**config.mk**
```make
export PLATFORM = sky130hd
export DESIGN_NAME = pss_sequencer
export DESIGN_NICKNAME = d
export VERILOG_FILES = /design/src/rtl/pss_pkg.sv /design/src/rtl/pss_sequencer.sv
export VERILOG_INCLUDE_DIRS = /design/src /design/src/rtl
export SDC_FILE = /design/constraint.sdc
export NUM_CORES = 1
export LEC_CHECK = 0
export ABC_AREA = 1
export BUFFER_PORTS_ARGS = -buffer_cell sky130_fd_sc_hd__buf_4
export CORE_ASPECT_RATIO = 1.75
export CORE_MARGIN = 2
export CORE_UTILIZATION = 49
export DETAILED_ROUTE_END_ITERATION = 10
export MAX_ROUTING_LAYER = met4
export PLACE_DENSITY = 0.73
export SLEW_MARGIN = 10
export SYNTH_ARGS = -nofsm -noshare
export SYNTH_HDL_FRONTEND = slang
export SYNTH_SLANG_ARGS = --single-unit
```
**constraint.sdc**
```tcl
create_clock -name mclk_i -period 17.01 [get_ports mclk_i]
set_input_delay 2.5515 -clock mclk_i [delete_from_list [all_inputs] [get_ports mclk_i]]
set_output_delay 2.5515 -clock mclk_i [all_outputs]
set_load 0.05 [all_outputs]
```
**src/rtl/pss_defines.svh**
```systemverilog
// Purpose: Offsets, field positions, reset values and timing counts of the power state sequencer
// Assumes: 8-bit special function register space, 125 MHz sequencer clock
// Notes: Definitions only
`ifndef PSS_DEFINES_SVH
`define PSS_DEFINES_SVH

// Register offsets
`define PSS_SEG_CFG_ADDR 8'h95
`define PSS_SEG_CLK_ADDR 8'h96
`define PSS_SEG_EN_LO_ADDR 8'h97
`define PSS_SEG_CFG_X_ADDR 8'h9c
`define PSS_CAL_CFG_ADDR 8'ha1
`define PSS_CAL_CFG2_ADDR 8'ha2
`define PSS_SEG_PTR_ADDR 8'hac
`define PSS_SEG_VAL_ADDR 8'hae
`define PSS_SEG_CFG_Y_ADDR 8'hb1
`define PSS_P0_PULL_ADDR 8'hb2
`define PSS_P1_PULL_ADDR 8'hb3
`define PSS_P2_PULL_ADDR 8'hb4
`define PSS_THERM_VAL_ADDR 8'hd7
`define PSS_CELL_VAL_ADDR 8'hdf
`define PSS_SEG_EN_HI_ADDR 8'hed
`define PSS_SUPPLY_VAL_ADDR 8'hef
`define PSS_DELTA_CFG_ADDR 8'hf3
`define PSS_WAKE_CFG_ADDR 8'hf4
`define PSS_SWITCH_CFG_ADDR 8'hf5
`define PSS_NOM_TRIM_ADDR 8'hf6
`define PSS_THERM_TRIM_ADDR 8'hf7
`define PSS_STROBE_PER_ADDR 8'hf9
`define PSS_CELL_LOW_ADDR 8'hfa
`define PSS_STORE1_ADDR 8'hfb
`define PSS_STORE2_ADDR 8'hfc
`define PSS_STORE3_ADDR 8'hfd
`define PSS_STORE4_ADDR 8'hfe
`define PSS_IRQ_PIN_ADDR 8'hff

// Field positions
`define PSS_SRC_STATUS_BIT 6
`define PSS_SWITCH_SEL_LSB 0
`define PSS_THERM_EN_BIT 0
`define PSS_SUPPLY_EN_BIT 1
`define PSS_CAL_EN_BIT 0
`define PSS_SEG_EN_BIT 7

// Reset values
`define PSS_REG_RST 8'h00
`define PSS_CLK_SEL_1024K 3'h3
`define PSS_SWITCH_VDD_ONLY 2'h0
`define PSS_SWITCH_VDD_SUPPLY_INPUT_VOLTAGE 2'h1
// Idle levels of the synchronised pins: wake low, reset pin high, supplies good
`define PSS_PIN_IDLE 4'h7

// Timing
`define PSS_CLK_MHZ 125
`define PSS_RESTORE_MS 130
`define PSS_RESTORE_CYC (`PSS_RESTORE_MS * 1000 * `PSS_CLK_MHZ)
`define PSS_WAKE_HOLD_CYC 16

`endif

```
**src/rtl/pss_pkg.sv**
```systemverilog
// Purpose: Types of the power state sequencer
// Assumes: Nothing beyond the defines header
// Notes: Power states of the sequencer
`default_nettype none
package pss_pkg;
   typedef enum logic [2:0] {
      PSS_NORMAL,
      PSS_BATTERY,
      PSS_RESTORE_WAIT,
      PSS_SLEEP,
      PSS_WAKE
   } pss_state_type;
   typedef logic [7:0] pss_byte_type;
endpackage : pss_pkg
`default_nettype wire

```
**src/rtl/pss_sequencer.sv**
```systemverilog
// Purpose: Sequences normal, battery and sleep power states and keeps the retained registers
// Assumes: rstn_i is the power-on reset of the always-on domain; sfr port is on mclk_i
// Notes: Retained registers clear only on rstn_i, never on sleep or wake
`include "pss_defines.svh"
`default_nettype none

// How it works
// - Normal state feeds switched supply from main and enables both domains.
// - Power-on or software reset selects the 1.024 MHz core clock.
// - Battery state feeds from battery, keeps core and digital, drops analog.
// - Return to main only when main above 2.75 V and metering power-down clear.
// - Sleep feeds from battery and shuts every 2.5 V domain including core.
// - Processor RAM is flagged lost once sleep is entered.
// - Wake from sleep restarts the core at the reset vector.
// - Thermal, supply, calendar and display stay powered in sleep per configuration.
// - Sleep ends only on a wake event, external reset low or supply restore conditions.
// - Four scratch registers at 0xfb to 0xfe survive sleep.
// - Listed configuration and value registers survive sleep.
// - Indirect calendar registers survive sleep.
// - Bit 6 of the wake source register shows main supply as 1.
// - Wait 130 ms after restore conditions before switching back to main.
// - External reset low during sleep wakes into the battery state.
module pss_sequencer
   import pss_pkg::*;
#(
   parameter int unsigned RESTORE_CYC = `PSS_RESTORE_CYC,
   parameter int unsigned WAKE_HOLD_CYC = `PSS_WAKE_HOLD_CYC,
   parameter int unsigned CAL_IND_DEPTH = 16
) (
   // Clock, reset, enable
   input wire logic mclk_i,
   input wire logic rstn_i,
   input wire logic ce_i,
   // Supply monitors and pins (asynchronous)
   input wire logic vdd_ok_i,
   input wire logic supply_input_voltage_ok_i,
   input wire logic ext_rst_n_i,
   input wire logic wake_event_i,
   // Core side controls
   input wire logic metering_power_down_bit_i,
   input wire logic sleep_req_i,
   input wire logic soft_reset_i,
   input wire logic clk_sel_we_i,
   input wire logic [2:0] clk_sel_i,
   input wire logic ram_lost_clr_i,
   // Register port
   input wire logic [7:0] sfr_addr_i,
   input wire logic sfr_we_i,
   input wire logic sfr_re_i,
   input wire logic [7:0] sfr_wdata_i,
   output logic [7:0] sfr_rdata_o,
   output logic sfr_hit_o,
   // Converter results
   input wire logic therm_val_we_i,
   input wire logic [7:0] therm_val_i,
   input wire logic cell_val_we_i,
   input wire logic [7:0] cell_val_i,
   input wire logic supply_val_we_i,
   input wire logic [7:0] supply_val_i,
   // Indirect calendar registers
   input wire logic [$clog2(CAL_IND_DEPTH)-1:0] cal_ind_addr_i,
   input wire logic cal_ind_we_i,
   input wire logic [7:0] cal_ind_wdata_i,
   output logic [7:0] cal_ind_rdata_o,
   // Power controls
   output logic switched_supply_main_o,
   output logic internal_analog_domain_en_o,
   output logic internal_digital_domain_en_o,
   output logic core_rst_n_o,
   output logic core_restart_o,
   output logic [2:0] core_clk_sel_o,
   output logic ram_lost_o,
   output logic [2:0] power_state_o,
   // Always-on peripheral enables
   output logic therm_conv_en_o,
   output logic supply_conv_en_o,
   output logic calendar_en_o,
   output logic segment_disp_en_o
);

   localparam int NREG = 28;
   localparam int CW = 24;

   // Pin synchronisers: first stage is read only by the second
   logic [3:0] meta_ff;
   logic [3:0] sync_ff;
   always_ff @(posedge mclk_i) begin
      if (!rstn_i) begin
         // Reset to idle pin levels, otherwise a false supply loss and
         // a false external reset would be seen right after reset
         meta_ff <= `PSS_PIN_IDLE;
         sync_ff <= `PSS_PIN_IDLE;
      end else if (ce_i) begin
         meta_ff <= {wake_event_i, ext_rst_n_i, supply_input_voltage_ok_i, vdd_ok_i};
         sync_ff <= meta_ff;
      end
   end

   wire vdd_ok = sync_ff[0];
   wire supply_input_voltage_ok = sync_ff[1];
   wire ext_rst_low = ~sync_ff[2];
   wire wake_ev = sync_ff[3];

   // Register index of an address; 5'h1f means unmapped
   function automatic logic [4:0] reg_index(input logic [7:0] a);
      logic [4:0] i;
      i = 5'h1f;
      unique case (a)
         `PSS_SEG_CFG_ADDR: i = 5'h00;
         `PSS_SEG_CLK_ADDR: i = 5'h01;
         `PSS_SEG_EN_LO_ADDR: i = 5'h02;
         `PSS_SEG_CFG_X_ADDR: i = 5'h03;
         `PSS_CAL_CFG_ADDR: i = 5'h04;
         `PSS_CAL_CFG2_ADDR: i = 5'h05;
         `PSS_SEG_PTR_ADDR: i = 5'h06;
         `PSS_SEG_VAL_ADDR: i = 5'h07;
         `PSS_SEG_CFG_Y_ADDR: i = 5'h08;
         `PSS_P0_PULL_ADDR: i = 5'h09;
         `PSS_P1_PULL_ADDR: i = 5'h0a;
         `PSS_P2_PULL_ADDR: i = 5'h0b;
         `PSS_THERM_VAL_ADDR: i = 5'h0c;
         `PSS_CELL_VAL_ADDR: i = 5'h0d;
         `PSS_SEG_EN_HI_ADDR: i = 5'h0e;
         `PSS_SUPPLY_VAL_ADDR: i = 5'h0f;
         `PSS_DELTA_CFG_ADDR: i = 5'h10;
         `PSS_WAKE_CFG_ADDR: i = 5'h11;
         `PSS_SWITCH_CFG_ADDR: i = 5'h12;
         `PSS_NOM_TRIM_ADDR: i = 5'h13;
         `PSS_THERM_TRIM_ADDR: i = 5'h14;
         `PSS_STROBE_PER_ADDR: i = 5'h15;
         `PSS_CELL_LOW_ADDR: i = 5'h16;
         `PSS_STORE1_ADDR: i = 5'h17;
         `PSS_STORE2_ADDR: i = 5'h18;
         `PSS_STORE3_ADDR: i = 5'h19;
         `PSS_STORE4_ADDR: i = 5'h1a;
         `PSS_IRQ_PIN_ADDR: i = 5'h1b;
         default: i = 5'h1f;
      endcase
      return i;
   endfunction : reg_index

   localparam logic [4:0] IX_SEG_CFG = 5'h00;
   localparam logic [4:0] IX_CAL_CFG = 5'h04;
   localparam logic [4:0] IX_THERM = 5'h0c;
   localparam logic [4:0] IX_CELL = 5'h0d;
   localparam logic [4:0] IX_SUPPLY = 5'h0f;
   localparam logic [4:0] IX_DELTA = 5'h10;
   localparam logic [4:0] IX_WAKE = 5'h11;
   localparam logic [4:0] IX_SWITCH = 5'h12;

   // Address decode
   wire [4:0] sfr_idx = reg_index(sfr_addr_i);
   wire sfr_mapped = (sfr_idx != 5'h1f);
   wire sfr_ro = (sfr_idx == IX_THERM) || (sfr_idx == IX_CELL) || (sfr_idx == IX_SUPPLY);
   wire sfr_wr_ok = sfr_we_i && sfr_mapped && !sfr_ro;

   // Retained register file: reset only by power-on, untouched by sleep
   pss_byte_type regs_ff [NREG];
   pss_byte_type nxt_regs [NREG];
   logic sw_main_ff;

   always_comb begin
      for (int k = 0; k < NREG; k++) begin
         nxt_regs[k] = regs_ff[k];
      end
      if (sfr_wr_ok) begin
         nxt_regs[sfr_idx] = sfr_wdata_i;
      end
      if (therm_val_we_i) begin
         nxt_regs[IX_THERM] = therm_val_i;
      end
      if (cell_val_we_i) begin
         nxt_regs[IX_CELL] = cell_val_i;
      end
      if (supply_val_we_i) begin
         nxt_regs[IX_SUPPLY] = supply_val_i;
      end
   end

   always_ff @(posedge mclk_i) begin
      if (!rstn_i) begin
         for (int k = 0; k < NREG; k++) begin
            regs_ff[k] <= `PSS_REG_RST;
         end
      end else if (ce_i) begin
         for (int k = 0; k < NREG; k++) begin
            regs_ff[k] <= nxt_regs[k];
         end
      end
   end

   // Source status bit is live hardware state, not a stored bit
   wire [7:0] wake_cfg_view = {regs_ff[IX_WAKE][7], sw_main_ff, regs_ff[IX_WAKE][5:0]};
   wire [7:0] rd_mux = !sfr_mapped ? 8'h00 : (sfr_idx == IX_WAKE) ? wake_cfg_view : regs_ff[sfr_idx];

   always_ff @(posedge mclk_i) begin
      if (!rstn_i) begin
         sfr_rdata_o <= 8'h00;
         sfr_hit_o <= 1'b0;
      end else if (ce_i) begin
         sfr_rdata_o <= sfr_re_i ? rd_mux : 8'h00;
         sfr_hit_o <= sfr_re_i && sfr_mapped;
      end
   end

   // Indirect calendar registers, also retained
   logic [7:0] cal_ind_ff [CAL_IND_DEPTH];
   always_ff @(posedge mclk_i) begin
      if (!rstn_i) begin
         for (int k = 0; k < CAL_IND_DEPTH; k++) begin
            cal_ind_ff[k] <= `PSS_REG_RST;
         end
         cal_ind_rdata_o <= 8'h00;
      end else if (ce_i) begin
         if (cal_ind_we_i) begin
            cal_ind_ff[cal_ind_addr_i] <= cal_ind_wdata_i;
         end
         cal_ind_rdata_o <= cal_ind_ff[cal_ind_addr_i];
      end
   end

   // Restore conditions depend on the switchover selection
   wire [1:0] switch_sel = regs_ff[IX_SWITCH][`PSS_SWITCH_SEL_LSB +: 2];
   // With 01 both supplies must be good before the restore wait may start
   wire need_supply_input_voltage = (switch_sel == `PSS_SWITCH_VDD_SUPPLY_INPUT_VOLTAGE);
   wire supply_good = vdd_ok && (!need_supply_input_voltage || supply_input_voltage_ok);
   wire restore_ok = supply_good && !metering_power_down_bit_i;
   wire supply_fail = !supply_good;

   // State machine
   pss_state_type state_ff;
   pss_state_type nxt_state;
   logic [CW-1:0] cnt_ff;
   logic [CW-1:0] nxt_cnt;
   logic wake_to_main_ff;
   logic nxt_wake_to_main;
   wire restore_done = (cnt_ff >= CW'(RESTORE_CYC - 1));
   wire hold_done = (cnt_ff >= CW'(WAKE_HOLD_CYC - 1));

   always_comb begin
      nxt_state = state_ff;
      nxt_cnt = cnt_ff + 1'b1;
      nxt_wake_to_main = wake_to_main_ff;
      unique case (state_ff)
         PSS_NORMAL: begin
            nxt_cnt = '0;
            if (supply_fail) begin
               nxt_state = PSS_BATTERY;
            end
         end
         PSS_BATTERY: begin
            nxt_cnt = '0;
            if (sleep_req_i) begin
               nxt_state = PSS_SLEEP;
            end else if (restore_ok) begin
               nxt_state = PSS_RESTORE_WAIT;
            end
         end
         PSS_RESTORE_WAIT: begin
            if (!restore_ok) begin
               nxt_state = PSS_BATTERY;
               nxt_cnt = '0;
            end else if (restore_done) begin
               nxt_state = PSS_NORMAL;
               nxt_cnt = '0;
            end
         end
         PSS_SLEEP: begin
            nxt_cnt = '0;
            // Only wake events, external reset or supply restore end sleep
            if (ext_rst_low) begin
               nxt_state = PSS_WAKE;
               nxt_wake_to_main = 1'b0;
            end else if (wake_ev || restore_ok) begin
               nxt_state = PSS_WAKE;
               nxt_wake_to_main = 1'b0;
            end
         end
         PSS_WAKE: begin
            if (hold_done) begin
               nxt_state = nxt_wake_to_main ? PSS_NORMAL : PSS_BATTERY;
               nxt_cnt = '0;
            end
         end
      endcase
   end

   // Power outputs derived from next state so they register with it
   wire nxt_main = (nxt_state == PSS_NORMAL);
   wire nxt_analog = (nxt_state == PSS_NORMAL);
   wire nxt_digital = (nxt_state != PSS_SLEEP);
   wire nxt_core_rst_n = (nxt_state != PSS_SLEEP) && (nxt_state != PSS_WAKE);
   wire entering_sleep = (nxt_state == PSS_SLEEP) && (state_ff != PSS_SLEEP);
   wire leaving_wake = (state_ff == PSS_WAKE) && (nxt_state != PSS_WAKE);

   always_ff @(posedge mclk_i) begin
      if (!rstn_i) begin
         state_ff <= PSS_NORMAL;
         cnt_ff <= '0;
         wake_to_main_ff <= 1'b0;
      end else if (ce_i) begin
         state_ff <= nxt_state;
         cnt_ff <= nxt_cnt;
         wake_to_main_ff <= nxt_wake_to_main;
      end
   end

   always_ff @(posedge mclk_i) begin
      if (!rstn_i) begin
         sw_main_ff <= 1'b1;
         internal_analog_domain_en_o <= 1'b1;
         internal_digital_domain_en_o <= 1'b1;
         core_rst_n_o <= 1'b1;
         core_restart_o <= 1'b0;
      end else if (ce_i) begin
         sw_main_ff <= nxt_main;
         internal_analog_domain_en_o <= nxt_analog;
         internal_digital_domain_en_o <= nxt_digital;
         core_rst_n_o <= nxt_core_rst_n;
         core_restart_o <= leaving_wake;
      end
   end

   assign switched_supply_main_o = sw_main_ff;
   assign power_state_o = 3'(state_ff);

   // Core clock select returns to default whenever the core restarts
   always_ff @(posedge mclk_i) begin
      if (!rstn_i) begin
         core_clk_sel_o <= `PSS_CLK_SEL_1024K;
      end else if (ce_i) begin
         if (soft_reset_i || leaving_wake) begin
            core_clk_sel_o <= `PSS_CLK_SEL_1024K;
         end else if (clk_sel_we_i) begin
            core_clk_sel_o <= clk_sel_i;
         end
      end
   end

   // RAM lost flag: set beats clear in the same cycle
   always_ff @(posedge mclk_i) begin
      if (!rstn_i) begin
         ram_lost_o <= 1'b0;
      end else if (ce_i) begin
         if (entering_sleep) begin
            ram_lost_o <= 1'b1;
         end else if (ram_lost_clr_i) begin
            ram_lost_o <= 1'b0;
         end
      end
   end

   // Always-on peripherals follow configuration written while the core ran
   always_ff @(posedge mclk_i) begin
      if (!rstn_i) begin
         therm_conv_en_o <= 1'b0;
         supply_conv_en_o <= 1'b0;
         calendar_en_o <= 1'b0;
         segment_disp_en_o <= 1'b0;
      end else if (ce_i) begin
         therm_conv_en_o <= regs_ff[IX_DELTA][`PSS_THERM_EN_BIT];
         supply_conv_en_o <= regs_ff[IX_DELTA][`PSS_SUPPLY_EN_BIT];
         calendar_en_o <= regs_ff[IX_CAL_CFG][`PSS_CAL_EN_BIT];
         segment_disp_en_o <= regs_ff[IX_SEG_CFG][`PSS_SEG_EN_BIT];
      end
   end

endmodule : pss_sequencer
`default_nettype wire

```
## Word level (Yosys, flattened, before mapping)

Memories as Yosys holds them, arrays and structs flattened. A register that Yosys moved wholly into a read port is not among the register bits.
Index checks and enable logic that the tools add are counted.

- Flip-flop bits (word level): 53
- Latch bits: 0
- Memory bits (writable): 352
- Bits in read-only memories: 0
- Bits of input ports: 73
- Output and inout port bits: 33
- Logic and storage cells: 192
- Memories: 2

- $add $sub $neg: 1
- Multipliers: 0
- Div/mod/pow operators: 0
- $lt $le $gt $ge: 4
- Eq/ne operators: 43
- Shift operators: 0
- Multiplexer cells: 70
- Bitwise logic cells: 29
- Reductions and logical operators: 30

Memory list:

| name | depth | bits a word | read ports | clocked after Yosys merged registers in | wr ports | line | source |
|---|---|---|---|---|---|---|---|
| regs_ff | 28 | 8 | 32 | 3 | 28 | pss_sequencer.sv:158 | `pss_byte_type regs_ff [NREG];` |
| cal_ind_ff | 16 | 8 | 1 | 1 | 16 | pss_sequencer.sv:207 | `logic [7:0] cal_ind_ff [CAL_IND_DEPTH];` |

Operator list:

| cell | count |
|---|---|
| $mux 8 | 36 |
| $bwmux 224 | 1 |
| $eq 8x8->1 const B | 28 |
| $mux 224 | 1 |
| $pmux 5 s28 | 1 |
| $mux 24 | 3 |
| $pmux 24 s3 | 1 |
| $demux 8 s5 | 1 |
| $mux 3 | 10 |
| $or 1x1->1 | 28 |
| $add 24x1->24 const B | 1 |
| $ge 24x24->1 const B | 1 |
| $ge 24x4->1 const B | 1 |
| $eq 5x4->1 const B | 3 |
| $pmux 3 s5 | 1 |
| $mux 1 | 14 |
| $eq 3x2->1 const B | 3 |
| $logic_and 1x1->1 | 9 |
| $reduce_or 8->1 | 1 |
| $logic_not 1->1 | 7 |
| $ge 6x6->1 const B | 1 |
| $logic_not 3->1 | 2 |
| $lt 6x1->1 const B | 1 |
| $ne 3x2->1 const B | 2 |
| other kinds (14) | 20 |

## Depth between registers and ports, before layout

Gate-level depths: netlist (run 1).

- Depth in word-level cells: 14
- Mapped depth: 23
- Gate-level depth less buffers: 21

## Worst setup path before layout (run 1)

Ideal clock, no wire load.

- Path kind: input port to flip-flop
- Start: in sfr_addr_i[7]
- End: mem regs_ff[12][0] in the netlist's numbering (enable)
- Library setup time: 0.384 ns
- Data arrival time: 13.569 ns
- Required time: 16.626 ns
- Path slack: 3.057 ns
- Stages: 14
- Buffers on the path: 2
- Path through: nand2_1 > nor2_1 > nand2_1 > nand2_1 > inv_1 > nand2_1 > nor2_1 > nand2_4 > buf_6 > buf_2 > nand4_1 > o21ai_0 > inv_1 > o21ai_0

RTL lines:

| what | line | source |
|---|---|---|
| start, declared | pss_sequencer.sv:47 | `input wire logic [7:0] sfr_addr_i,` |
| end, declared | pss_sequencer.sv:158 |  |

## Worst setup path in the final report (run 1)

- Start: in sfr_addr_i[2]
- End: reg sfr_rdata_o[4]

- Word-level cells in the longest chain between the ends: 6
- Elaborated cells on any way between the ends: 35
- Those cells by class: eq/ne (30); mux (4); memory (1)

RTL lines:

| what | line | source |
|---|---|---|
| $eq 8x8->1 | pss_sequencer.sv:108 | `unique case (a)` |
| $pmux 5 s28 * | pss_sequencer.sv:108 |  |
| $mem_v2 28x8 or $eq 5x5->1 (tied branches) | - |  |
| $mux 8 | pss_sequencer.sv:194 | `wire [7:0] rd_mux = !sfr_mapped ? 8'h00 : (sfr_idx == IX_WAKE) ? wake_cfg_view : regs_ff[sfr_idx];` |
| $mux 8 * | pss_sequencer.sv:194 |  |
| $mux 8 * | pss_sequencer.sv:201 | `sfr_rdata_o <= sfr_re_i ? rd_mux : 8'h00;` |
| end signal, assigned | pss_sequencer.sv:201 |  |
| end, declared | pss_sequencer.sv:51 | `output logic [7:0] sfr_rdata_o,` |

Every way passes the cells marked *; elsewhere a longest branch is shown, timed or not.
A chain may end at the register's enable or synchronous reset.

==> results of run 1 <==
## sequential cells by signal, indices dropped and copies added (netlist names), 3 cells and up
name / flops
cal_ind_ff: 128
cal_ind_rdata_o: 8
cnt_ff: 24
core_clk_sel_o: 3
meta_ff: 4
power_state_o: 3
regs_ff: 224
sfr_rdata_o: 8
sync_ff: 4
## per-layer routing
metal	track usage (%)	wire [µm]	vias up
met2	50.45	34670	816
met4	20.02	5238	0
met5	-	0	-
li1	-	-	8972
met1	30.52	23250	8895
met3	3.356	3707	257
## worst register-to-register path, cell delays in order (launching register included)
cell     delay [ps]
dfxtp_1         350
ha_1            190
nand2_1          90
nor2_1          150
inv_1            90
nor3_1          240
inv_1            70
nor3_1          350
inv_1            70
nor4_1          530
nand3_1         190
xor2_1          180
o21ai_0         130
## cells in the final DEF (no fill, tap or decap), types with 3 or more instances in the layout
master / synthesis / final
nand2_1: 683 / 683
edfxtp_1: 352 / 352
inv_1: 271 / 270
o21ai_0: 267 / 264
nor2_1: 251 / 248
a21oi_1: 243 / 243
buf_4: 4 / 130
nand3_1: 122 / 122
nand3b_1: 65 / 65
dfxtp_1: 64 / 64
clkbuf_16: 0 / 41
a22oi_1: 34 / 34
nand4_1: 29 / 29
nor3_1: 18 / 18
o22ai_1: 15 / 15
clkinv_1: 6 / 12
xor2_1: 12 / 12
inv_2: 11 / 11
clkbuf_1: 117 / 10
nor2_2: 5 / 8
a22o_1: 8 / 8
clkinv_2: 0 / 6
nor4_1: 6 / 6
diode_2: 0 / 5
o21ai_1: 4 / 5
a31oi_1: 5 / 5
o221ai_1: 4 / 4
a221oi_1: 4 / 4
nand2_2: 3 / 3
nor2_4: 3 / 3
nand2_4: 3 / 3
o211ai_1: 3 / 3
clkbuf_8: 0 / 3
## worst paths after layout
path,startpoint,endpoint
worst min register to register,meta_ff[1],meta_ff[1]
worst max register to register,cnt_ff[0],cnt_ff[22]
worst max-delay path,sfr_addr_i[2],sfr_rdata_o[4]
worst min-delay path,meta_ff[1],meta_ff[1]
## power breakdown
group          internal (mW)  switching [mW]
logic                 0.0809           0.211
clock network          0.492           0.408
registers               1.17          0.0245
## stage by stage
stage                     hold WS [ps]  setup slack [ps]
after floorplan                  430.0              3057
after global placement           438.7             10090
after detailed placement         450.5             10050
after CTS                        461.0             10650
after global routing             478.4             10280
final                            459.4             10560
## area by class of cell
cell class,count,share of cell area [%]
clock buffer,54,4.541
inverter,288,4.448
sequential,416,48.71
multi-input combinational,1801,34.54
clock inverter,20,0.7560
antenna,5,0.05143
timing repair buffer,130,4.011
tap,572,2.942
## logic make-up (layout without fill, tap and decap cells)
| family | Yosys count | in the layout |
|---|---|---|
| AND/OR/NAND/NOR | 1194 | 1194 |
| XOR/XNOR | 13 | 13 |
| buffers and inverters | 443 | 492 |
| flip-flops | 416 | 416 |
| adder cells (fa/ha/maj) | 1 | 1 |
| other | 0 | 5 |
| AO/OA/AOI/OAI | 593 | 593 |
==> impl_results.md, run 1 <==
* Final setup violating endpoints at 0
* Path depth of the worst reg2reg path at 12
* Initial antenna violation count at 5
* CP Data Required Time at 17480 ps
* Rows at 102
* Core Region at 0.04429 mm²
* Distinct cells, synth at 42
* Post-layout util at 54.94%
* Post-layout minimum cycle time at 6446 ps
* Top Family by Delay on Critical Path: simple AND/OR/NAND/NOR gates
* Worst Hold Depth at 2
* Fill count at 4050
* Final nets at 2752
* Hold bufs inserted after CTS at 0
* Die Span X at 164.1 µm
* DP Cell Count at 3207
* Post-DP HPWL at 45170 µm
* Hold Fails Final Rpt at 0
* Leading area contributor after synthesis: edfxtp_1
* Post-synth net total at 2734
* CP max stage delay at 980 ps
* Synth Cell Area at 0.02197 mm²
* Number of enable flip-flop cells after synthesis at 352
* Cell mode on critical path: nand2_1
* Largest net degree at the start of global routing at 111
* DRC violations left at 0
* Top_reg_cell synth: edfxtp_1
* Clk_lat worst skew at 570 ps
* Initial DRT Pass Iterations at 6
* Largest family of logic cells by synthesized area: simple AND/OR/NAND/NOR gates
* GR Overflow Total at 0
* Drt total wl at 66860 µm
* XOR/XNOR share of the synthesized area at 0.5183%
* Adder-cell area share of the yosys netlist at 0.05695%
* Setup Skew at 28.45 ps
* Crit. End Element: register
* Post-Syn Instances at 2660
* Hold Crit Class: reg2reg
* Clock sink count at 416
* Mapped Avg Cell Area at 8.259 µm²
* Unrepaired setup endpoints after global routing: no
* CTS root buf: clkbuf_16
* Design area at 0.02433 mm²
* Yosys Warn Count at 0
* Clock buffer count from CTS at 41
* First-pass GRT wire length at 102100 µm
* CP arrival at 6920 ps
* Pwr Density at 98.01 mW/mm²
* Iteration-0 DRC count of the detailed router at 1719
* R2R setup slack at 14310 ps
* # port buffers at 105
* Share of cells above drive strength 1 at 8.306%
* Die area at 0.04661 mm²
* Max-cap violations at 0
* IO Count at 106
* Pwr Total at 2.385 mW
* Worst slew margin at 20.61%
* Clock buffer depth at 3
* GRT Total Usage at 29.13%
* Setup Fix Bufs, Post-CTS at 0
* Levels on crit path at 20
* Avg WL per Cell at 20.35 µm
* # resized after CTS at 0
* Initial Util at 49.61%
* Non-Filler Instances at 3286
* Setup_tns at 0 ps
* Setup Crit Path Kind: in2reg
* Yosys top cell area share at 48.11%
* #FFs+latches synth at 416
* Ys async rst share at 0%
* Top cells by area, synth: edfxtp_1 (48%), nand2_1 (12%), o21ai_0 (6.1%)
* CTS H-tree lvls at 2
* Lkg Pwr at 10.24 nW
* Buf+Inv Stages, Crit Path at 4
* Worst-path cell chain: buf_4 -> inv_2 -> nor2_4 -> nand2_1 -> inv_2 -> nand2_1 -> nand3_2 -> nor2_2 -> nand2_4 -> nand2_4 -> inv_2 -> nand2_1 -> nand2_1 -> nand2_1 -> nand2_1 -> nor2_1 -> nand2_1 -> nand2_1 -> nand2_1 -> nand2_1
* Multiplexer share of the synthesized area at 0%
* Actual slew at the worst max-slew pin at 1187 ps
* Area grow syn2layout at 10.74%
* Startpoint Class: input port
* Slowest CP cell: inv_2
* Simple-Gate Fraction of Synth Area at 23.14%
* Sequential share of the synthesized area at 53.94%
* Max Fanout on Critical Path at 57
* Via count of the first global-routing pass at 18.72k
* RD Place Congestion at 1.023
* Antenna Nets Post-Route at 0
* Reg clk slew, reported paths at 70 ps
* Fin crit share at 37.90%
* Peak VDD IR at 0.09475 mV
* Outcome: finished, final reports clean
* Via Count at 18.94k
* Ratio of routed vias to standard cells at 5.764
* Fmax at 155.1 MHz
* Top cells by count, synth: nand2_1 (683), edfxtp_1 (352), inv_1 (271), o21ai_0 (267), nor2_1 (251)
* Die height at 284.1 µm
* FF+latch area at 0.01185 mm²
* Most instantiated library cell after synthesis: nand2_1
* Cell Area, Placed at 0.02303 mm²
* Max Slew Vio Count at 0
* Clock tree from TritonCTS: yes
* Multi-input logic area at 0.008403 mm²
* Compound-Gate Fraction of Synth Area at 14.40%
No activity file was read; power rests on OpenSTA's default activity.
==> inputs of run 2 (changes only) <==
Settings changed: PLACE_DENSITY 0.73 to 0.75.
Clock period 17.01 ns to 5.87 ns, I/O delays scaled along.
==> impl_results.md, run 2 (synthesis gave the netlist of run 1 again) <==
* Top Registers: regs_ff x224, cal_ind_ff x128, cnt_ff x24
* Die area at 0.04661 mm² (unchanged)
* Rows at 102 (unchanged)
* Final nets at 2754 (+0.073%)
* CP Data Required Time at 6350 ps (-11130 ps)
* Setup Fix Bufs, Post-CTS at 0 (unchanged)
* Avg WL per Cell at 20.61 µm (+1.3%)
* Clock tree from TritonCTS: yes
* Unrepaired setup endpoints after global routing: no
* Clock buffer depth at 3 (unchanged)
* Peak VDD IR at 0.3176 mV (+240%)
* Comb power frac at 12.2% (about the same)
* Hold Fails Final Rpt at 0 (unchanged)
* Share of cells above drive strength 1 at 8.481% (+0.18 points)
* Non-Filler Instances at 3285 (-0.030%)
* Clock buffer count from CTS at 40 (-2.4%)
* Final Worst Setup Slack at 1774 ps (-8790 ps)
* DRC violations left at 0 (unchanged)
* IO Count at 106 (unchanged)
* Setup_tns at 0 ps (unchanged)
* RD Place Congestion at 0.9935 (-2.9%)
* Slowest CP cell: nand2_4
* Pwr Density at 287.2 mW/mm² (+190%)
* CP max stage delay at 570 ps (-410 ps)
* Clock sink count at 416 (unchanged)
* Largest Register: regs_ff
* Post-layout minimum cycle time at 4096 ps
* Post-DP HPWL at 46340 µm (+2.6%)
* Max Slew Vio Count at 0 (unchanged)
* Fin crit share at 69.78%
* Core Region at 0.04429 mm² (unchanged)
* # resized after CTS at 0 (unchanged)
* Via count of the first global-routing pass at 18.75k (+0.14%)
* DP Cell Count at 3210 (+0.094%)
* Switch share at 26.75% (-0.24 points)
* Int Pwr at 5.146 mW (+200%)
* Outcome: finished, final reports clean
* Register share of total power at 49.2% (-0.8 points)
* # port buffers at 105 (unchanged)
* Hold Crit Class: reg2reg
* Via Count at 19.14k (+1.0%)
* Die Span X at 164.1 µm (unchanged)
* Setup Skew at 34.95 ps (+6.499 ps)
* Worst-path cell chain: buf_4 -> nor2_4 -> nand2_1 -> inv_2 -> nand2_1 -> nand3_2 -> nor2_2 -> nand2_4 -> nand2_4 -> buf_4 -> nor2_2 -> nand2_1 -> nand2_1 -> nor2_1 -> nor2_1 -> nor2_1 -> nand2_1 -> nand2_1 -> nand2_1 -> nand2_1
* Startpoint Class: input port
* Cell mode on critical path: nand2_1
* Actual slew at the worst max-slew pin at 1215 ps (+28.14 ps)
* Final setup violating endpoints at 0 (unchanged)
* Hold bufs inserted after CTS at 0 (unchanged)
* Largest net degree at the start of global routing at 121 (+9.0%)
* Fmax at 244.1 MHz
* Initial antenna violation count at 1 (-4)
* Ratio of routed vias to standard cells at 5.825 (+1.1%)
* GR Overflow Total at 0 (unchanged)
* Max reg flops at 224 (unchanged)
* Max-cap violations at 0 (unchanged)
* Initial Util at 49.61% (unchanged)
* First-pass GRT wire length at 103300 µm (+1.2%)
* Max Fanout on Critical Path at 62 (+8.8%)
* Clk_lat worst skew at 580 ps (about the same)
* CP arrival at 4570 ps (-2350 ps)
* Area grow syn2layout at 11.34%
* Worst slew margin at 18.17% (-2.4 points)
* CTS H-tree lvls at 2 (unchanged)
* Lkg Pwr at 10.31 nW (+0.70%)
* Die height at 284.1 µm (unchanged)
* CTS root buf: clkbuf_16
* Buf+Inv Stages, Crit Path at 3 (-1)
* Initial DRT Pass Iterations at 6 (unchanged)
* Crit. End Element: register
* Setup Crit Path Kind: in2reg
* Fill count at 4060 (+0.25%)
* Iteration-0 DRC count of the detailed router at 1856 (+8.0%)
* Clk pwr share at 38.6% (+0.8 points)
* Drt total wl at 67710 µm (+1.3%)
* GRT Total Usage at 29.60% (+0.46 points)
* Switching power at 1.879 mW (+190%)
* Antenna Nets Post-Route at 0 (unchanged)
* Top Family by Delay on Critical Path: simple AND/OR/NAND/NOR gates
* Reg clk slew, reported paths at 70 ps (about the same)
* Most frequent cells in the layout: nand2_1 (683), edfxtp_1 (352), inv_1 (270), o21ai_0 (265), nor2_1 (248)
* Place WS at 1223 ps (-8826 ps)
* Leading cell type in the layout, fill and taps excluded: nand2_1
[run 2: cell count changes in the layout (fill, tap and decap cells not counted), moves of 2 or more]
cell	change
buf_12	+3
bufinv_16	+2
clkinv_8	-2
clkinvlp_4	-2
diode_2	-4
inv_16	+2
[run 2: through the flow]
step	area (µm²)	hold slack (ps)	power [mW]	utilization [%]
after floorplan	21980	430.0	4.044	-
after global placement	23100	446.6	4.334	52.16
after detailed placement	23100	451.3	4.354	52.16
after CTS	24460	461.5	7.048	55.23
after global routing	24460	484.9	7.252	55.24
final	24460	458.0	7.025	55.24
[run 2: worst min-delay path, delay by kind of cell (launching register included)]
family | cells | cell delay (ps)
buffers and inverters | 1 | 60
DFF | 1 | 300
AOI/OAI and AO/OA | 1 | 60
[run 2: layout make-up]
class	count	area, µm²	area share (%)
repair buffers	133	1036	4.235
diodes	1	2.502	0.01023
inverters	288	1082	4.424
clock buffers	53	1101	4.501
well taps	572	715.7	2.926
flip-flops and latches	416	11850	48.45
clock inverters	21	260.3	1.064
multi-input cells	1801	8413	34.39
[run 2: layer usage]
layer	track usage [%]	share of wire, %	up-vias	routed length (µm)
li1	-	-	8970	-
met1	31.11	34	9041	23150
met2	50.94	52	862	34980
met3	3.502	6.2	262	4183
met4	20.61	8.0	0	5391
met5	-	0	-	0
[run 2: path summary, 6_finish.rpt]
path / from / to / slack, ps / cells after the start
worst min register to register: meta_ff[0] / meta_ff[0] / 460 / 2
worst max register to register: cnt_ff[0] / cnt_ff[22] / 3220 / 12
worst max-delay path: sfr_addr_i[3] / sfr_rdata_o[2] / 1770 / 20
worst min-delay path: meta_ff[0] / meta_ff[0] / 460 / 2
[run 2: power groups by stage]
stage / logic [mW] / clock network (mW) / registers (mW)
floorplan: 0.518 / 0 / 3.53
global route: 0.931 / 2.85 / 3.47
global placement: 0.827 / 0 / 3.51
CTS: 0.844 / 2.75 / 3.45
finish: 0.855 / 2.71 / 3.46
detailed placement: 0.839 / 0 / 3.51
